`src/hw/mbcmd_pkg.sv`:
```
// package for the meter bus maintenance command decoder
// assumes byte-serial transfer with one valid strobe per byte on one clock
package mbcmd_pkg;
    // ======================================================
    // frame bytes
    localparam logic [7:0] START_BYTE = 8'h68;
    localparam logic [7:0] STOP_BYTE = 8'h16;
    localparam logic [7:0] ACK_BYTE = 8'he5;
    localparam logic [7:0] LEN_CLEAR = 8'h07;
    localparam logic [7:0] LEN_BUTTON = 8'h08;
    localparam logic [3:0] FUNC_SEND = 4'h3;
    localparam logic [7:0] CI_SEND = 8'h51;
    localparam logic [7:0] DIF_NONE = 8'h00;
    localparam logic [7:0] DIF_INT8 = 8'h01;
    localparam logic [7:0] VIF_MAKER = 8'hff;
    localparam logic [7:0] VIFE_PFAIL = 8'h98;
    localparam logic [7:0] VIFE_CLEAR = 8'h07;
    localparam logic [7:0] VIFE_BUTTON = 8'hf9;
    localparam logic [7:0] VIFE_BUTTON2 = 8'h08;
    localparam logic [7:0] ADDR_NONE = 8'h00;
    localparam logic [7:0] ADDR_MAX = 8'hfa;
    // ======================================================
    // control byte fields
    localparam int CTL_FCV_BIT = 4;
    localparam int CTL_FCB_BIT = 5;
    localparam int CTL_DIR_BIT = 6;
    localparam int CTL_ZERO_BIT = 7;
    // ======================================================
    // reset values and counts
    localparam logic [3:0] IDX_RESET = 4'h0;
    localparam logic [7:0] SUM_RESET = 8'h00;
    localparam logic BUTTON_EN_RESET = 1'b1;
    localparam int PFAIL_WIDTH = 16;
    localparam int FRAME_MAX = 14;
endpackage
```
`src/hw/mbcmd_if.sv`:
```
// byte link between bus master and meter
// assumes both ends on one clock; valid strobes for one cycle per byte
`timescale 1ns/1ps
interface mbcmd_if;
    logic [7:0] m2s_data;
    logic m2s_valid;
    logic [7:0] s2m_data;
    logic s2m_valid;
    modport meter(input m2s_data, input m2s_valid, output s2m_data, output s2m_valid);
    modport master(output m2s_data, output m2s_valid, input s2m_data, input s2m_valid);
endinterface

```
`src/hw/mbcmd_meter.sv`:
```
// meter end: decodes clear-counter and button-permission frames
// assumes one byte per valid strobe, bytes arrive from logic on clk
// Behaviour
// - frame opens start, length, length, start
// - length 07 clear, 08 button; copies match
// - control byte 01x1 0011, send user data
// - count bit honoured only when valid bit set
// - master toggles count bit per new transfer
// - direction bit one, top bit zero
// - act only on own primary address
// - control-information byte is 51
// - data information 00 clear, 01 button
// - ff98 07 clears power-fail counter
// - ff is maker-specific, extensions follow
// - fff908 then data byte sets permission
// - permission change only if factory allows
// - checksum over control to data, then 16
`timescale 1ns/1ps
module mbcmd_meter #(
    parameter int PFAIL_W = mbcmd_pkg::PFAIL_WIDTH
) (
    input wire logic clk,
    input wire logic rstn,
    mbcmd_if.meter link,
    input wire logic [7:0] own_addr,
    input wire logic resettable,
    input wire logic perm_allowed,
    input wire logic pfail_event,
    output logic [PFAIL_W-1:0] pfail_count,
    output logic button_reset_en,
    output logic frame_done,
    output logic frame_error
);
    typedef enum logic [1:0] {
        MBCMD_IDLE = 2'b00,
        MBCMD_RECV = 2'b01,
        MBCMD_SKIP = 2'b10
    } mbcmd_st_t;

    typedef struct packed {
        mbcmd_st_t st;
        logic [3:0] idx;
        logic [7:0] len;
        logic [7:0] sum;
        logic [7:0] ctl;
        logic [7:0] arg;
        logic ok;
        logic fcb_known;
        logic fcb_last;
        logic [PFAIL_W-1:0] pfail;
        logic button_en;
        logic [7:0] tx_data;
        logic tx_valid;
        logic done;
        logic err;
    } mbcmd_met_t;
    mbcmd_met_t s_q, s_d;

    // ======================================================
    // field checks
    function automatic logic ctl_ok(input logic [7:0] c);
        ctl_ok = c[3:0] == mbcmd_pkg::FUNC_SEND && c[mbcmd_pkg::CTL_FCV_BIT]
            && c[mbcmd_pkg::CTL_DIR_BIT] && !c[mbcmd_pkg::CTL_ZERO_BIT];
    endfunction

    function automatic logic expect_ok(input logic [3:0] i, input logic btn, input logic [7:0] d);
        unique case (i)
            4'h6: expect_ok = d == mbcmd_pkg::CI_SEND;
            4'h7: expect_ok = d == (btn ? mbcmd_pkg::DIF_INT8 : mbcmd_pkg::DIF_NONE);
            4'h8: expect_ok = d == mbcmd_pkg::VIF_MAKER;
            4'h9: expect_ok = d == (btn ? mbcmd_pkg::VIFE_BUTTON : mbcmd_pkg::VIFE_PFAIL);
            4'ha: expect_ok = d == (btn ? mbcmd_pkg::VIFE_BUTTON2 : mbcmd_pkg::VIFE_CLEAR);
            default: expect_ok = 1'b1;
        endcase
    endfunction

    logic btn;
    logic [3:0] cs_idx;
    logic [7:0] d;
    logic addr_hit;
    logic repeat_frame;

    // ======================================================
    // receive sequencer
    always_comb begin
        s_d = s_q;
        d = link.m2s_data;
        btn = s_q.len == mbcmd_pkg::LEN_BUTTON;
        cs_idx = s_q.len[3:0] + 4'h4;
        addr_hit = own_addr != mbcmd_pkg::ADDR_NONE && own_addr <= mbcmd_pkg::ADDR_MAX;
        repeat_frame = s_q.ctl[mbcmd_pkg::CTL_FCV_BIT] && s_q.fcb_known
            && s_q.fcb_last == s_q.ctl[mbcmd_pkg::CTL_FCB_BIT];
        s_d.tx_valid = 1'b0;
        s_d.done = 1'b0;
        s_d.err = 1'b0;
        if (pfail_event) begin
            s_d.pfail = s_q.pfail + 1'b1;
        end
        if (link.m2s_valid) begin
            unique case (s_q.st)
                MBCMD_IDLE: begin
                    if (d == mbcmd_pkg::START_BYTE) begin
                        s_d.st = MBCMD_RECV;
                        s_d.idx = 4'h1;
                        s_d.sum = mbcmd_pkg::SUM_RESET;
                        s_d.ok = 1'b1;
                    end
                end
                MBCMD_RECV: begin
                    s_d.idx = s_q.idx + 4'h1;
                    if (s_q.idx >= 4'h4 && s_q.idx < cs_idx) begin
                        s_d.sum = s_q.sum + d;
                    end
                    if (s_q.idx == 4'h1) begin
                        s_d.len = d;
                        s_d.ok = d == mbcmd_pkg::LEN_CLEAR || d == mbcmd_pkg::LEN_BUTTON;
                    end else if (s_q.idx == 4'h2) begin
                        s_d.ok = s_q.ok && d == s_q.len;
                    end else if (s_q.idx == 4'h3) begin
                        s_d.ok = s_q.ok && d == mbcmd_pkg::START_BYTE;
                    end else if (s_q.idx == 4'h4) begin
                        s_d.ctl = d;
                        s_d.ok = s_q.ok && ctl_ok(d);
                    end else if (s_q.idx == 4'h5) begin
                        s_d.ok = s_q.ok && addr_hit && d == own_addr;
                    end else if (s_q.idx == 4'hb && btn) begin
                        s_d.arg = d;
                    end else if (s_q.idx == cs_idx) begin
                        s_d.ok = s_q.ok && d == s_q.sum;
                    end else if (s_q.idx == cs_idx + 4'h1) begin
                        // the frame closes here whether good or not
                        s_d.st = MBCMD_IDLE;
                        if (s_q.ok && d == mbcmd_pkg::STOP_BYTE) begin
                            s_d.done = 1'b1;
                            s_d.tx_data = mbcmd_pkg::ACK_BYTE;
                            s_d.tx_valid = 1'b1;
                            s_d.fcb_known = s_q.ctl[mbcmd_pkg::CTL_FCV_BIT];
                            s_d.fcb_last = s_q.ctl[mbcmd_pkg::CTL_FCB_BIT];
                            if (!repeat_frame) begin
                                if (!btn) begin
                                    s_d.pfail = '0;
                                end else if (resettable && perm_allowed
                                             && s_q.arg <= 8'h01) begin
                                    s_d.button_en = s_q.arg[0];
                                end
                            end
                        end else begin
                            s_d.err = 1'b1;
                        end
                    end
                    if (s_q.idx >= 4'h6 && s_q.idx <= 4'ha) begin
                        s_d.ok = s_q.ok && expect_ok(s_q.idx, btn, d);
                    end
                    if (s_q.idx == 4'h2 && !s_d.ok) begin
                        // a length mismatch leaves the real frame size unknown
                        s_d.st = MBCMD_SKIP;
                        s_d.err = 1'b1;
                    end
                end
                MBCMD_SKIP: begin
                    if (d == mbcmd_pkg::STOP_BYTE) begin
                        s_d.st = MBCMD_IDLE;
                    end
                end
                default: s_d.st = MBCMD_IDLE;
            endcase
        end
    end

    always_ff @(posedge clk) begin
        if (!rstn) begin
            s_q <= '0;
            s_q.button_en <= mbcmd_pkg::BUTTON_EN_RESET;
        end else begin
            s_q <= s_d;
        end
    end

    assign link.s2m_data = s_q.tx_data;
    assign link.s2m_valid = s_q.tx_valid;
    assign pfail_count = s_q.pfail;
    assign button_reset_en = s_q.button_en;
    assign frame_done = s_q.done;
    assign frame_error = s_q.err;
endmodule

```
`src/flat_wrapper.sv`:
```
// flat-port wrapper written by rule: the top's interface ports become plain ports
module mbcmd_meter_flat 
#(
    parameter int PFAIL_W = mbcmd_pkg::PFAIL_WIDTH
)
  (clk, rstn, own_addr, resettable, perm_allowed, pfail_event, pfail_count, button_reset_en, frame_done, frame_error, link_m2s_data, link_m2s_valid, link_s2m_data, link_s2m_valid);
  mbcmd_if link_i ();
  input wire logic clk;
  input wire logic rstn;
  input wire logic [7:0] own_addr;
  input wire logic resettable;
  input wire logic perm_allowed;
  input wire logic pfail_event;
  output logic [PFAIL_W-1:0] pfail_count;
  output logic button_reset_en;
  output logic frame_done;
  output logic frame_error;
  input wire logic [$bits(link_i.m2s_data)-1:0] link_m2s_data;
  input wire logic [$bits(link_i.m2s_valid)-1:0] link_m2s_valid;
  output wire logic [$bits(link_i.s2m_data)-1:0] link_s2m_data;
  output wire logic [$bits(link_i.s2m_valid)-1:0] link_s2m_valid;
  assign link_i.m2s_data = link_m2s_data;
  assign link_i.m2s_valid = link_m2s_valid;
  assign link_s2m_data = link_i.s2m_data;
  assign link_s2m_valid = link_i.s2m_valid;
  mbcmd_meter #(.PFAIL_W(PFAIL_W)) u_core (.clk(clk), .rstn(rstn), .link(link_i), .own_addr(own_addr), .resettable(resettable), .perm_allowed(perm_allowed), .pfail_event(pfail_event), .pfail_count(pfail_count), .button_reset_en(button_reset_en), .frame_done(frame_done), .frame_error(frame_error));
endmodule
```
`config.mk`:
```
export PLATFORM = sky130hd
export DESIGN_NAME = mbcmd_meter_flat
export DESIGN_NICKNAME = d
export VERILOG_FILES = /design/src/hw/mbcmd_pkg.sv /design/src/hw/mbcmd_if.sv /design/src/hw/mbcmd_meter.sv /design/src/flat_wrapper.sv
export SDC_FILE = /design/constraint.sdc
export NUM_CORES = 1
export LEC_CHECK = 0
export ABC_AREA = 1
export BUFFER_PORTS_ARGS = -buffer_cell sky130_fd_sc_hd__buf_2
export CORE_AREA = 2 2 92 94
export CTS_CLUSTER_DIAMETER = 100
export DETAILED_ROUTE_END_ITERATION = 10
export DIE_AREA = 0 0 94 96
export PLACE_DENSITY = 0.79
export SLEW_MARGIN = 30
export SYNTH_ARGS = -nofsm -noshare
export SYNTH_HDL_FRONTEND = slang
export SYNTH_SLANG_ARGS = --single-unit
```
`constraint.sdc`:
```
create_clock -name clk -period 3.3 [get_ports clk]
set_input_delay 0.33 -clock clk [delete_from_list [all_inputs] [get_ports clk]]
set_output_delay 0.33 -clock clk [all_outputs]
set_load 0.02 [all_outputs]
```
# Yosys cells after proc, flatten, opt, wreduce, memory -nomap -nowiden
# Index checks and enable logic that the tools add are counted.
dict set report classes {
  add_sub_neg 5
  magnitude_cmp 6
  n_eq_ne 41
  mux 52
  bitwise_logic 12
  reduce_logical 36
}
# op n
set ops {}
lappend ops {{28-bit 2-to-1 mux} 7}
lappend ops {{30-bit 2-to-1 mux} 2}
lappend ops {{8-bit equality test} 6}
lappend ops {{16-bit 2-to-1 mux} 2}
lappend ops {{31-bit 2-to-1 mux} 1}
lappend ops {{29-bit 2-to-1 mux} 1}
lappend ops {{11-bit AND reduction} 2}
lappend ops {{3-bit inequality test, second input constant} 7}
lappend ops {{1-bit logical AND} 20}
lappend ops {{2-bit 2-to-1 mux} 10}
lappend ops {{1-bit 2-to-1 mux} 18}
lappend ops {{17-bit 2-to-1 mux} 1}
lappend ops {{16-bit by 1-bit adder with 16-bit output, second input constant} 1}
lappend ops {{4-bit by 3-bit equality test with 1-bit output, second input constant} 4}
lappend ops {{4-bit equality test, second input constant} 4}
lappend ops {{8-bit by 4-bit equality test with 1-bit output, second input constant} 2}
lappend ops {{8-bit by 7-bit equality test with 1-bit output, second input constant} 2}
lappend ops {{8-bit 2-to-1 mux} 2}
lappend ops {{8-bit case mux with 2 select lines} 1}
lappend ops {{14-bit AND reduction} 1}
lappend ops {{4-bit by 2-bit equality test with 1-bit output, second input constant} 3}
lappend ops {{1-bit NOT} 12}
lappend ops {{11-bit OR reduction} 1}
lappend ops {{3-bit AND reduction} 3}
lappend ops {{33 further kinds} 39}
dict set report totals {
  reg_bits 62
}

# Logic depth before layout (Yosys ltp)
# Gate-level depths: netlist of the first run.
dict set report depth {
  depth_word 22
  ltp_mapped 21
  ltp_nobuf 20
}

# Least setup slack after synthesis of the first run
# OpenSTA, ideal clock, no wires.
dict set report synth_path {
  path_kind {reg2reg}
  startpoint {reg u_core.s_q[57] in the netlist's numbering}
  endpoint {reg u_core.s_q[68] in the netlist's numbering}
  setup_time_ns 0.132
  arrival_ns 2.265
  required_ns 3.168
  slack_ns 0.903
  path_stages_with_launch 21
  path_buffers 0
  synth_period_minus_slack_ns 2.397
  path_cell_list {dfxtp_1 -> inv_1 -> ha_1 -> ha_1 -> nand2_1 -> nor3_1 -> nand2_1 -> nor2_1 -> nor2_1 -> nand2_1 -> nand2_1 -> nand2_1 -> nand2_1 -> nand2_1 -> nand2_1 -> nand2_1 -> nand3_2 -> nand2_1 -> nand2_1 -> nand2_1 -> a21oi_2}
}
dict set report synth_via {
  elab_chain_cells 16
}
# element line
set synth_rtl {}
lappend synth_rtl {{start, declared} mbcmd_meter.sv:57} ;# mbcmd_met_t s_q, s_d;
lappend synth_rtl {{4-bit by 3-bit adder with 4-bit output} mbcmd_meter.sv:89} ;# cs_idx = s_q.len[3:0] + 4'h4;
lappend synth_rtl {{4-bit equality test} mbcmd_meter.sv:128} ;# end else if (s_q.idx == cs_idx) begin
lappend synth_rtl {{1-bit 2-to-1 mux} mbcmd_meter.sv:128}
lappend synth_rtl {{31-bit 2-to-1 mux} mbcmd_meter.sv:126} ;# end else if (s_q.idx == 4'hb && btn) begin
lappend synth_rtl {{1-bit 2-to-1 mux} mbcmd_meter.sv:124} ;# end else if (s_q.idx == 4'h5) begin
lappend synth_rtl {{1-bit 2-to-1 mux} mbcmd_meter.sv:121} ;# end else if (s_q.idx == 4'h4) begin
lappend synth_rtl {{1-bit 2-to-1 mux} mbcmd_meter.sv:119} ;# end else if (s_q.idx == 4'h3) begin
lappend synth_rtl {{1-bit 2-to-1 mux} mbcmd_meter.sv:117} ;# end else if (s_q.idx == 4'h2) begin
lappend synth_rtl {{1-bit 2-to-1 mux} mbcmd_meter.sv:114} ;# if (s_q.idx == 4'h1) begin
lappend synth_rtl {{1-bit 2-to-1 mux} mbcmd_meter.sv:151} ;# if (s_q.idx >= 4'h6 && s_q.idx <= 4'ha) begin
lappend synth_rtl {{1-bit 2-to-1 mux} mbcmd_meter.sv:100} ;# unique case (s_q.st)
lappend synth_rtl {{1-bit 2-to-1 mux} mbcmd_meter.sv:99} ;# if (link.m2s_valid) begin
lappend synth_rtl {{1-bit zero test} mbcmd_meter.sv:154} ;# if (s_q.idx == 4'h2 && !s_d.ok) begin
lappend synth_rtl {{1-bit logical AND} mbcmd_meter.sv:154}
lappend synth_rtl {{3-bit inequality test (no source line), or another cell as far along} n/a}
lappend synth_rtl {{11-bit AND reduction (no source line) / 2-bit case mux with 3 select lines (equally long branches)} n/a}
# Several ways; a longest one is shown, not always the timed one. The select of a mux whose other input is x is not followed.
# A chain may end at the register's enable or synchronous reset.

# Worst setup path in the final report of the first run
# Ends and elaborated chain as after synthesis.

==> results of run 1 <==
layer usage:
layer | share of wire | track usage | up-vias
met3 | 0.055 | 0.03132 | 16
met4 | 0.017 | 0.06039 | 0
li1 | - | - | 1906
met1 | 0.45 | 0.2765 | 1690
met5 | 0 | 0 | -
met2 | 0.48 | 0.3732 | 113
power by group through the flow:
| stage | combinational [mW] | sequential (mW) | clock, mW |
|---|---|---|---|
| after floorplan | 0.0751 | 0.683 | 0 |
| after global placement | 0.109 | 0.683 | 0 |
| after detailed placement | 0.113 | 0.683 | 0 |
| after CTS | 0.113 | 0.668 | 0.406 |
| after global routing | 0.128 | 0.669 | 0.433 |
| final | 0.114 | 0.668 | 0.395 |
critical path, cell delays in order (launching register included):
cell and delay, ns:
dfxtp_1 0.42, inv_1 0.10, ha_1 0.35, ha_1 0.35, nand2_1 0.09, nor3_1 0.29, nand2_1 0.09, nor2_1 0.09
nor2_1 0.04, nand2_1 0.06, nand2_1 0.04, nand2_1 0.05, nand2_1 0.05, nand2_1 0.05, nand2_1 0.04, nand2_1 0.12
nand3_2 0.09, nand2_1 0.07, nand2_1 0.06, nand2_1 0.08, a21oi_2 0.05
worst max path at each step:
stage,endpoint,cells after the start,slack (ns)
CTS,u_core.s_q[68],20,0.59
global route,u_core.s_q[67],20,0.29
finish,u_core.s_q[68],20,0.56
detailed placement,u_core.s_q[68],20,0.63
global placement,u_core.s_q[68],20,0.73
floorplan,u_core.s_q[68],20,0.90
synthesized netlist by cell type (3+ instances only):
cell type	n	share of area
nand2_1	121	0.11
inv_1	70	0.066
nor2_1	67	0.064
dfxtp_1	55	0.28
a21oi_1	44	0.056
nand3_1	30	0.038
o21ai_0	27	0.034
buf_4	26	0.049
ha_1	19	0.060
nor3_1	14	0.018
inv_2	11	0.010
nand4_1	11	0.017
xor2_1	8	0.018
nor4_1	7	0.011
clkbuf_1	6	0.0057
xnor2_1	6	0.013
nand2_2	5	0.0079
nor3b_1	5	0.0095
and3_1	4	0.0063
nand3_2	4	0.010
nor2_2	3	0.0047
nor3_2	3	0.0076
o21a_1	3	0.0057
o21ai_1	3	0.0038
through the flow:
stage | instance area (µm²) | total power, mW
global placement | 4075 | 0.7920
floorplan | 3964 | 0.7578
detailed placement | 4075 | 0.7963
finish | 4169 | 1.176
global route | 4169 | 1.230
CTS | 4169 | 1.187
registers in the layout, indices dropped and copies added (netlist names):
signal	flops
u_core.frame_done	1
u_core.frame_error	1
u_core.s_q	35
u_core.link.s2m_data	1
u_core.pfail_count	16
u_core.button_reset_en	1
cells by family (layout without fill, tap and decap cells):
| kind of cell | count (synthesis) | after routing | share of synthesized area |
|---|---|---|---|
| AOI/OAI and AO/OA | 94 | 94 | 0.1442 |
| xor gates and xnor gates | 15 | 15 | 0.03511 |
| adders and majority gates | 20 | 20 | 0.06515 |
| buffers and inverters | 120 | 138 | 0.1448 |
| DFF | 55 | 55 | 0.2783 |
| other | 1 | 3 | 0.0009479 |
| and+or+nand+nor | 282 | 282 | 0.3314 |
cell type report:
| type | instances | area (µm²) | share of cell area |
|---|---|---|---|
| multi-input combinational | 414 | 2290 | 0.5492 |
| clock inverter | 3 | 25.02 | 0.006002 |
| clock buffer | 5 | 68.82 | 0.01651 |
| inverter | 84 | 322.8 | 0.07743 |
| timing repair buffer | 46 | 230.2 | 0.05522 |
| sequential | 55 | 1101 | 0.2641 |
| tap | 105 | 131.4 | 0.03151 |
==> flow_metrics.tcl, run 1 <==
set metrics [dict create \
    status "finished, final reports clean" \
    timing.rr.start "u_core.s_q[57]" \
    final_cells 712 \
    portBuffers 46 \
    cp.arrival_ns 2.92 \
    drt-initial-drc-count 250 \
    insertion_delay_ns 0.32 \
    grt_pass1_wl_um 15410 \
    post_cts_buffers 0 \
    start_util 0.4914 \
    period_minus_slack_ns 2.741 \
    ys.flop_type "dfxtp_1" \
    synth_seq_cells 55 \
    dieWidth_um 94 \
    n_antenna_cell 0 \
    routabilityCongestion 0.9796 \
    path_clk_slew_ns 0.11 \
    worstPathRequired_ns 3.48 \
    fin_skew_ns 0.01394 \
    postSynth.asyncResetShare 0 \
    setup_viol 0 \
    cts_buffer_depth 2 \
    fin_tns_setup_ns 0 \
    min_to "u_core.pfail_count[1]" \
    yosysWarnings 0 \
    ctsResizeCount 0 \
    rsz0062_at_grt "false" \
    slew_headroom 0.3781 \
    worstHoldStart "pfail_event" \
    cts_buffers 5 \
    setup.worst_path.start_class "flop" \
    maxCapViolCount 0 \
    power_density_nw_per_um2 282.1 \
    worst-setup-path-type "flop to flop" \
    ant_nets 0 \
    drc 0 \
    first_global_vias 3374 \
    hold_depth 3 \
    clkPwrFrac 0.335 \
    die_area_um2 9024 \
    core_area_um2 8051 \
    cts_tree "yes" \
    synth_area_um2 3956 \
    dr.pass1.iters 6 \
    antenna_found_initial 0 \
    swShare 0.2730 \
    grt_max_degree 28 \
    ios 50 \
    grt.total_usage 0.2142 \
    dpl_worst_slack_ns 0.6315 \
    dp_hpwl_um 7347 \
    reg2regPathDepth 20 \
    dp.cells 704 \
    max_freq_ghz 0.3649 \
    ctsHoldBuffers 0 \
    die_h_um 96 \
    pwr-share-seq 0.568 \
    most-common-layout-cells "nand2_1, inv_1, nor2_1, dfxtp_1, buf_2" \
    worstSetupStartpoint "u_core.s_q[57]" \
    rows 33 \
    vdd_ir_drop_max_v 0.0001386 \
    vias 3725 \
    synth.avg_cell_area_um2 6.740 \
    vias_per_cell 5.232 \
    fin_crit_sh 0.8305 \
    finish.utilization 0.5178 \
    synth.yosys.seq_area_share 0.2783 \
    cts.sinks 55 \
    p_int_uw 855.1 \
    layout_setup_ws_ns 0.5594 \
    drv_slew 0 \
    n_fill_cell 818 \
    final_common_cell "nand2_1" \
    synth_edf_count 0 \
    synthCells 587 \
    holdWs_ns 0.2954 \
    worst_pin_slew_ns 0.9295 \
    cts_root_buf "clkbuf_8" \
    rr_endpoint "u_core.s_q[68]" \
    yosysUniqueCellTypes 51 \
    wirelength_um 9331 \
    final-hold-violation-count 0 \
    drive_gt1_frac 0.1631 \
    power_switching_uw 321.1 \
    combPwrFrac 0.097 \
    p_leak_nw 1.949 \
    wl_per_cell_um 13.11 \
    crit_path_max_fanout 5 \
    r2r_setup_slack_ns 0.56 \
    end_kind "flop" \
    fin_nets 648 \
    gr-total-overflow 0 \
    hold_path.class "input port to flop" \
    area_delta_synth_final_pct 5.376 \
    cts_htree_levels 2 \
]
(Power assumes the default switching activity.)
==> run 2, diff against run 1 <==
- ABC_AREA: 1 -> 0
- CORE_AREA: 2 2 92 94 -> 2 2 91 93
- DIE_AREA: 0 0 94 96 -> 0 0 93 95
- PLACE_DENSITY: 0.79 -> 0.81
- clock period: 3.3 -> 2.5 ns (I/O delays scaled with it)
==> flow_metrics.tcl, run 2 <==
set metrics [dict create \
    cts_htree_levels 2 \
    worst-setup-path-type "flop to flop" \
    synth_top_family_by_area "simple AND/OR/NAND/NOR gates" \
    cts_tree "yes" \
    worst_pin_slew_ns 0.5452 \
    synth_seq_cells 55 \
    multi_input_area_um2 2351 \
    rsz0062_at_grt "false" \
    end_kind "flop" \
    cts.sinks 55 \
    ctsResizeCount 0 \
    finalPower_mw 1.562 \
    synth_area_um2 3796 \
    synth_edf_count 0 \
    grt_pass1_wl_um 14880 \
    cp.arrival_ns 2.50 \
    wirelength_um 8977 \
    start_util 0.4789 \
    dp.cells 600 \
    synthSimpleGateAreaFrac 0.2746 \
    die_area_um2 8835 \
    synth_top_cell_by_area "dfxtp_1" \
    dieWidth_um 93 \
    post_cts_buffers 0 \
    ctsHoldBuffers 0 \
    die_h_um 95 \
    ant_nets 0 \
    rows 33 \
    ios 50 \
    gr-total-overflow 0 \
    regArea_um2 1104 \
    critPathSlowestCell "dfxtp_1" \
    fin_nets 544 \
    regMostFlops "u_core.s_q" \
    cts_buffers 5 \
    ys_top_cells_by_count "nor2_1, dfxtp_1, nand2_1, a21oi_1, buf_4" \
    final-hold-violation-count 0 \
    synth_area_leaders "dfxtp_1, ha_1, nor2_1" \
    fin_tns_setup_ns 0 \
    yosysWarnings 0 \
    largest_reg_flops 35 \
    synth_top_cell_area_share 0.2900 \
    crit_chain "inv_1, ha_1, xnor2_2, xor2_1, a31oi_1, nor4b_2, buf_4, nand3_1, mux2i_1, nand2_1" \
    wl_per_cell_um 14.76 \
    setup_viol 0 \
    period_minus_slack_ns 2.286 \
    yosys.area_share.adder 0.06790 \
    drive_gt1_frac 0.1789 \
    fin_crit_sh 0.9145 \
    postSynth.asyncResetShare 0 \
    final_cells 608 \
    n_antenna_cell 0 \
    drc 0 \
    max_stage_delay_ns 0.42 \
    setup.worst_path.start_class "flop" \
    power_density_nw_per_um2 379.4 \
    routabilityCongestion 1.016 \
    yosysUniqueCellTypes 61 \
    insertion_delay_ns 0.32 \
    yosys-mux-area-fraction 0.02373 \
    core_area_um2 7928 \
    ys.flop_type "dfxtp_1" \
    synthCells 478 \
    vias_per_cell 5.717 \
    final_common_cell "nor2_1" \
    area_delta_synth_final_pct 8.438 \
    synth.yosys.seq_area_share 0.2900 \
    first_global_vias 3343 \
    n_fill_cell 789 \
    antenna_found_initial 0 \
    dr.pass1.iters 5 \
    synth-compound-area-share 0.1552 \
    grt_max_degree 22 \
    most-common-layout-cells "nor2_1, dfxtp_1, nand2_1, buf_2, a21oi_1" \
    fin_skew_ns 0.01250 \
    grt.total_usage 0.2061 \
    vdd_ir_drop_max_v 0.0002555 \
    path_clk_slew_ns 0.11 \
    yosysMostFrequentCell "nor2_1" \
    hold_path.class "input port to flop" \
    p_leak_nw 1.678 \
    cts_buffer_depth 2 \
    maxCapViolCount 0 \
    cts_root_buf "clkbuf_8" \
    slew_headroom 0.6361 \
    max_freq_ghz 0.4374 \
    dp_hpwl_um 6813 \
    synth.avg_cell_area_um2 7.942 \
    drv_slew 0 \
    vias 3476 \
    portBuffers 46 \
    crit_path_max_fanout 7 \
    worstPathRequired_ns 2.71 \
    synth_xor_area_frac 0.09229 \
    status "finished, final reports clean" \
    drt-initial-drc-count 221 \
]
## run 2: cell count changes in the layout (fill, tap and decap cells not counted), sizes merged, moves of 17 or more
cell,delta
nand3,-17
xnor2,+17
nand2,-79
a21oi,-17
buf,+18
o21ai,-19
inv,-68
## run 2: area by class of cell
class / instances / share of cell area
clock buffers: 5 / 0.01672
well taps: 105 / 0.03191
repair buffers: 64 / 0.09179
clock inverters: 3 / 0.006687
multi-input cells: 361 / 0.5711
flip-flops and latches: 55 / 0.2681
inverters: 15 / 0.01368
## run 2: kinds of logic (layout without fill, tap and decap cells)
family / after synthesis / count (layout)
simple gates: 202 / 202
other cells: 1 / 3
flops: 55 / 55
xor+xnor: 40 / 40
mux: 9 / 9
buf+inv: 64 / 87
fa+ha+maj: 20 / 20
compound gates: 87 / 87
## run 2: final timing paths
kind	start	to	slack [ns]	cells after the start
worst min-delay path	rstn	u_core.button_reset_en	0.25	2
worst max-delay path	u_core.s_q[57]	u_core.button_reset_en	0.21	10
worst min register to register	u_core.s_q[29]	u_core.s_q[29]	0.48	2
worst max register to register	u_core.s_q[57]	u_core.button_reset_en	0.21	10
## run 2: worst max-delay path: cells and delay by family, from the launching register on
family,cells,cell delay [ns]
DFF,1,0.42
muxes,1,0.16
AOI/OAI and AO/OA,1,0.17
adders and majority gates,1,0.35
and+or+nand+nor,3,0.44
xor gates and xnor gates,2,0.35
buffers and inverters,2,0.29
## run 2: layer usage
| metal | GRT usage | wire length [µm] | vias to the layer above |
|---|---|---|---|
| li1 | - | - | 1696 |
| met1 | 0.2424 | 3824 | 1631 |
| met2 | 0.3750 | 4404 | 129 |
| met3 | 0.03990 | 587 | 20 |
| met4 | 0.06985 | 160 | 0 |
| met5 | 0 | 0 | - |
## run 2: per-stage QoR
step / worst slack (ns) / cell area [µm²] / hold WS, ns / util
finish: 0.2138 / 4116 / 0.2542 / 0.5193
global route: 0.02555 / 4116 / 0.2665 / 0.5193
CTS: 0.1167 / 4104 / 0.2566 / 0.5177
detailed placement: 0.1327 / 4008 / 0.4679 / 0.5055
global placement: 0.2166 / 4008 / 0.4543 / 0.5055
floorplan: 0.3094 / 3804 / 0.4203 / -
## run 2: power breakdown
part / internal, mW / switching, mW
clock network: 0.206 / 0.314
logic: 0.0601 / 0.0955
registers: 0.879 / 0.00657
==> run 3, diff against run 2 <==
- SETUP_SLACK_MARGIN: not set -> 0.3
==> flow_metrics.tcl, run 3 (synthesis results as in run 2) <==
set metrics [dict create \
    max_freq_ghz 0.4702 \
    drive_gt1_frac 0.2314 \
    dieWidth_um 93 \
    fin_nets 551 \
    cts_buffer_depth 2 \
    worstSetupStartpoint "u_core.s_q[64]" \
    antenna_found_initial 0 \
    vias 3523 \
    n_antenna_cell 0 \
    cp.arrival_ns 2.33 \
    area_delta_synth_final_pct 12.43 \
    grt_max_degree 22 \
    reg2regPathDepth 8 \
    largest_reg_flops 35 \
    setup.worst_path.start_class "flop" \
    fin_crit_sh 0.8508 \
    cts_tree "yes" \
    regMostFlops "u_core.s_q" \
    wirelength_um 9025 \
    cts.sinks 55 \
    clkPwrFrac 0.333 \
    drt-initial-drc-count 192 \
    worst_pin_slew_ns 0.5347 \
    setup_viol 0 \
    drv_slew 0 \
    period_minus_slack_ns 2.127 \
    slew_headroom 0.6422 \
    end_kind "flop" \
    core_area_um2 7928 \
    worst-setup-path-type "flop to flop" \
    path_clk_slew_ns 0.11 \
    p_leak_nw 1.733 \
    crit_path_max_fanout 8 \
    drt-met1-wl_um 3825 \
    hold_depth 2 \
    timing.rr.start "u_core.s_q[64]" \
    hold_path.class "input port to flop" \
    route.top_layer_used "met4" \
    status "finished, final reports clean" \
    combPwrFrac 0.101 \
    rsz0062_at_grt "true" \
    gr-total-overflow 0 \
    final_common_cell "nor2_1" \
    finish.utilization 0.5384 \
    start_util 0.4789 \
    swShare 0.2669 \
    ant_nets 0 \
    drc 0 \
    maxCapViolCount 0 \
    die_area_um2 8835 \
    power_density_nw_per_um2 365.3 \
    fin_skew_ns 0.01362 \
    dr_wl_met3_um 597 \
    first_global_vias 3353 \
    worstPathRequired_ns 2.70 \
    die_h_um 95 \
    insertion_delay_ns 0.32 \
    fin_tns_setup_ns 0 \
    vias_per_cell 5.728 \
    routabilityCongestion 1.016 \
    rr_endpoint "u_core.s_q[68]" \
    rows 33 \
    ios 50 \
    pwr-share-seq 0.566 \
    p_int_mw 1.143 \
    route.met2.wl_um 4455 \
    most-common-layout-cells "nor2_1, dfxtp_1, nand2_1, buf_2, a21oi_1" \
    r2r_setup_slack_ns 0.37 \
    grt_pass1_wl_um 14920 \
    dp_hpwl_um 6813 \
    power_switching_uw 416.1 \
    grt.total_usage 0.2064 \
    cts_root_buf "clkbuf_8" \
    final-hold-violation-count 0 \
    vdd_ir_drop_max_v 0.0002545 \
    endpoint "u_core.s_q[68]" \
    dr.pass1.iters 5 \
    cts_htree_levels 2 \
    portBuffers 46 \
    cts_buffers 5 \
    wl_per_cell_um 14.67 \
]
[run 3: worst min-delay path by stage]
stage / start / endpoint
after floorplan: rstn / u_core.pfail_count[10]
after global placement: u_core.s_q[29] / u_core.s_q[29]
after detailed placement: u_core.button_reset_en / u_core.button_reset_en
after CTS: rstn / u_core.button_reset_en
after global routing: rstn / u_core.button_reset_en
final: rstn / u_core.button_reset_en
[run 3: worst max-delay path: stages, from the launching register on]
cell        delay (ns)
dfxtp_4           0.41
clkinvlp_4        0.14
ha_4              0.20
or3_1             0.36
a21oi_2           0.24
a21o_1            0.15
o211ai_1          0.12
a41oi_2           0.27
o21ai_0           0.12
[run 3: per-layer routing]
metal / vias up / global-route usage
met5: - / 0
li1: 1706 / -
met2: 139 / 0.3768
met1: 1656 / 0.2419
met4: 0 / 0.06985
met3: 22 / 0.03990
[run 3: metrics by stage]
stage | setup WS, ns | total power [mW] | instances | instance area (µm²) | hold slack [ns]
after floorplan | 0.3094 | 1.017 | 480 | 3804 | 0.4203
after global placement | 0.2166 | 1.056 | 600 | 4008 | 0.4543
after detailed placement | 0.1327 | 1.061 | 600 | 4008 | 0.4679
after CTS | 0.3018 | 1.569 | 609 | 4140 | 0.2566
after global routing | 0.2339 | 1.618 | 615 | 4268 | 0.2704
final | 0.3731 | 1.559 | 615 | 4268 | 0.2566
[run 3: power groups by stage]
stage	sequential [mW]	clock, mW	combinational, mW
6_report	0.883	0.519	0.157
5_1_grt	0.884	0.560	0.173
4_1_cts	0.886	0.527	0.156
3_5_place_dp	0.906	0	0.155
3_3_place_gp	0.906	0	0.151
2_1_floorplan	0.904	0	0.112
[run 3: cell type report]
cell class / instances / area, µm²
clock buffer: 5 / 68.82
clock inverter: 3 / 27.53
fill: 771 / 3660
inverter: 15 / 60.06
multi-input combinational: 361 / 2429
sequential: 55 / 1117
tap: 105 / 131.4
timing repair buffer: 71 / 434.2
[run 3: timing repair]
item	4_1_cts	5_1_grt
pin swaps	0	4
gates resized for setup	9	24
endpoints found under the hold margin	0	0
buffers inserted	1	6
setup endpoints to repair	23	32
cloned	0	0
hold buffers	0	0
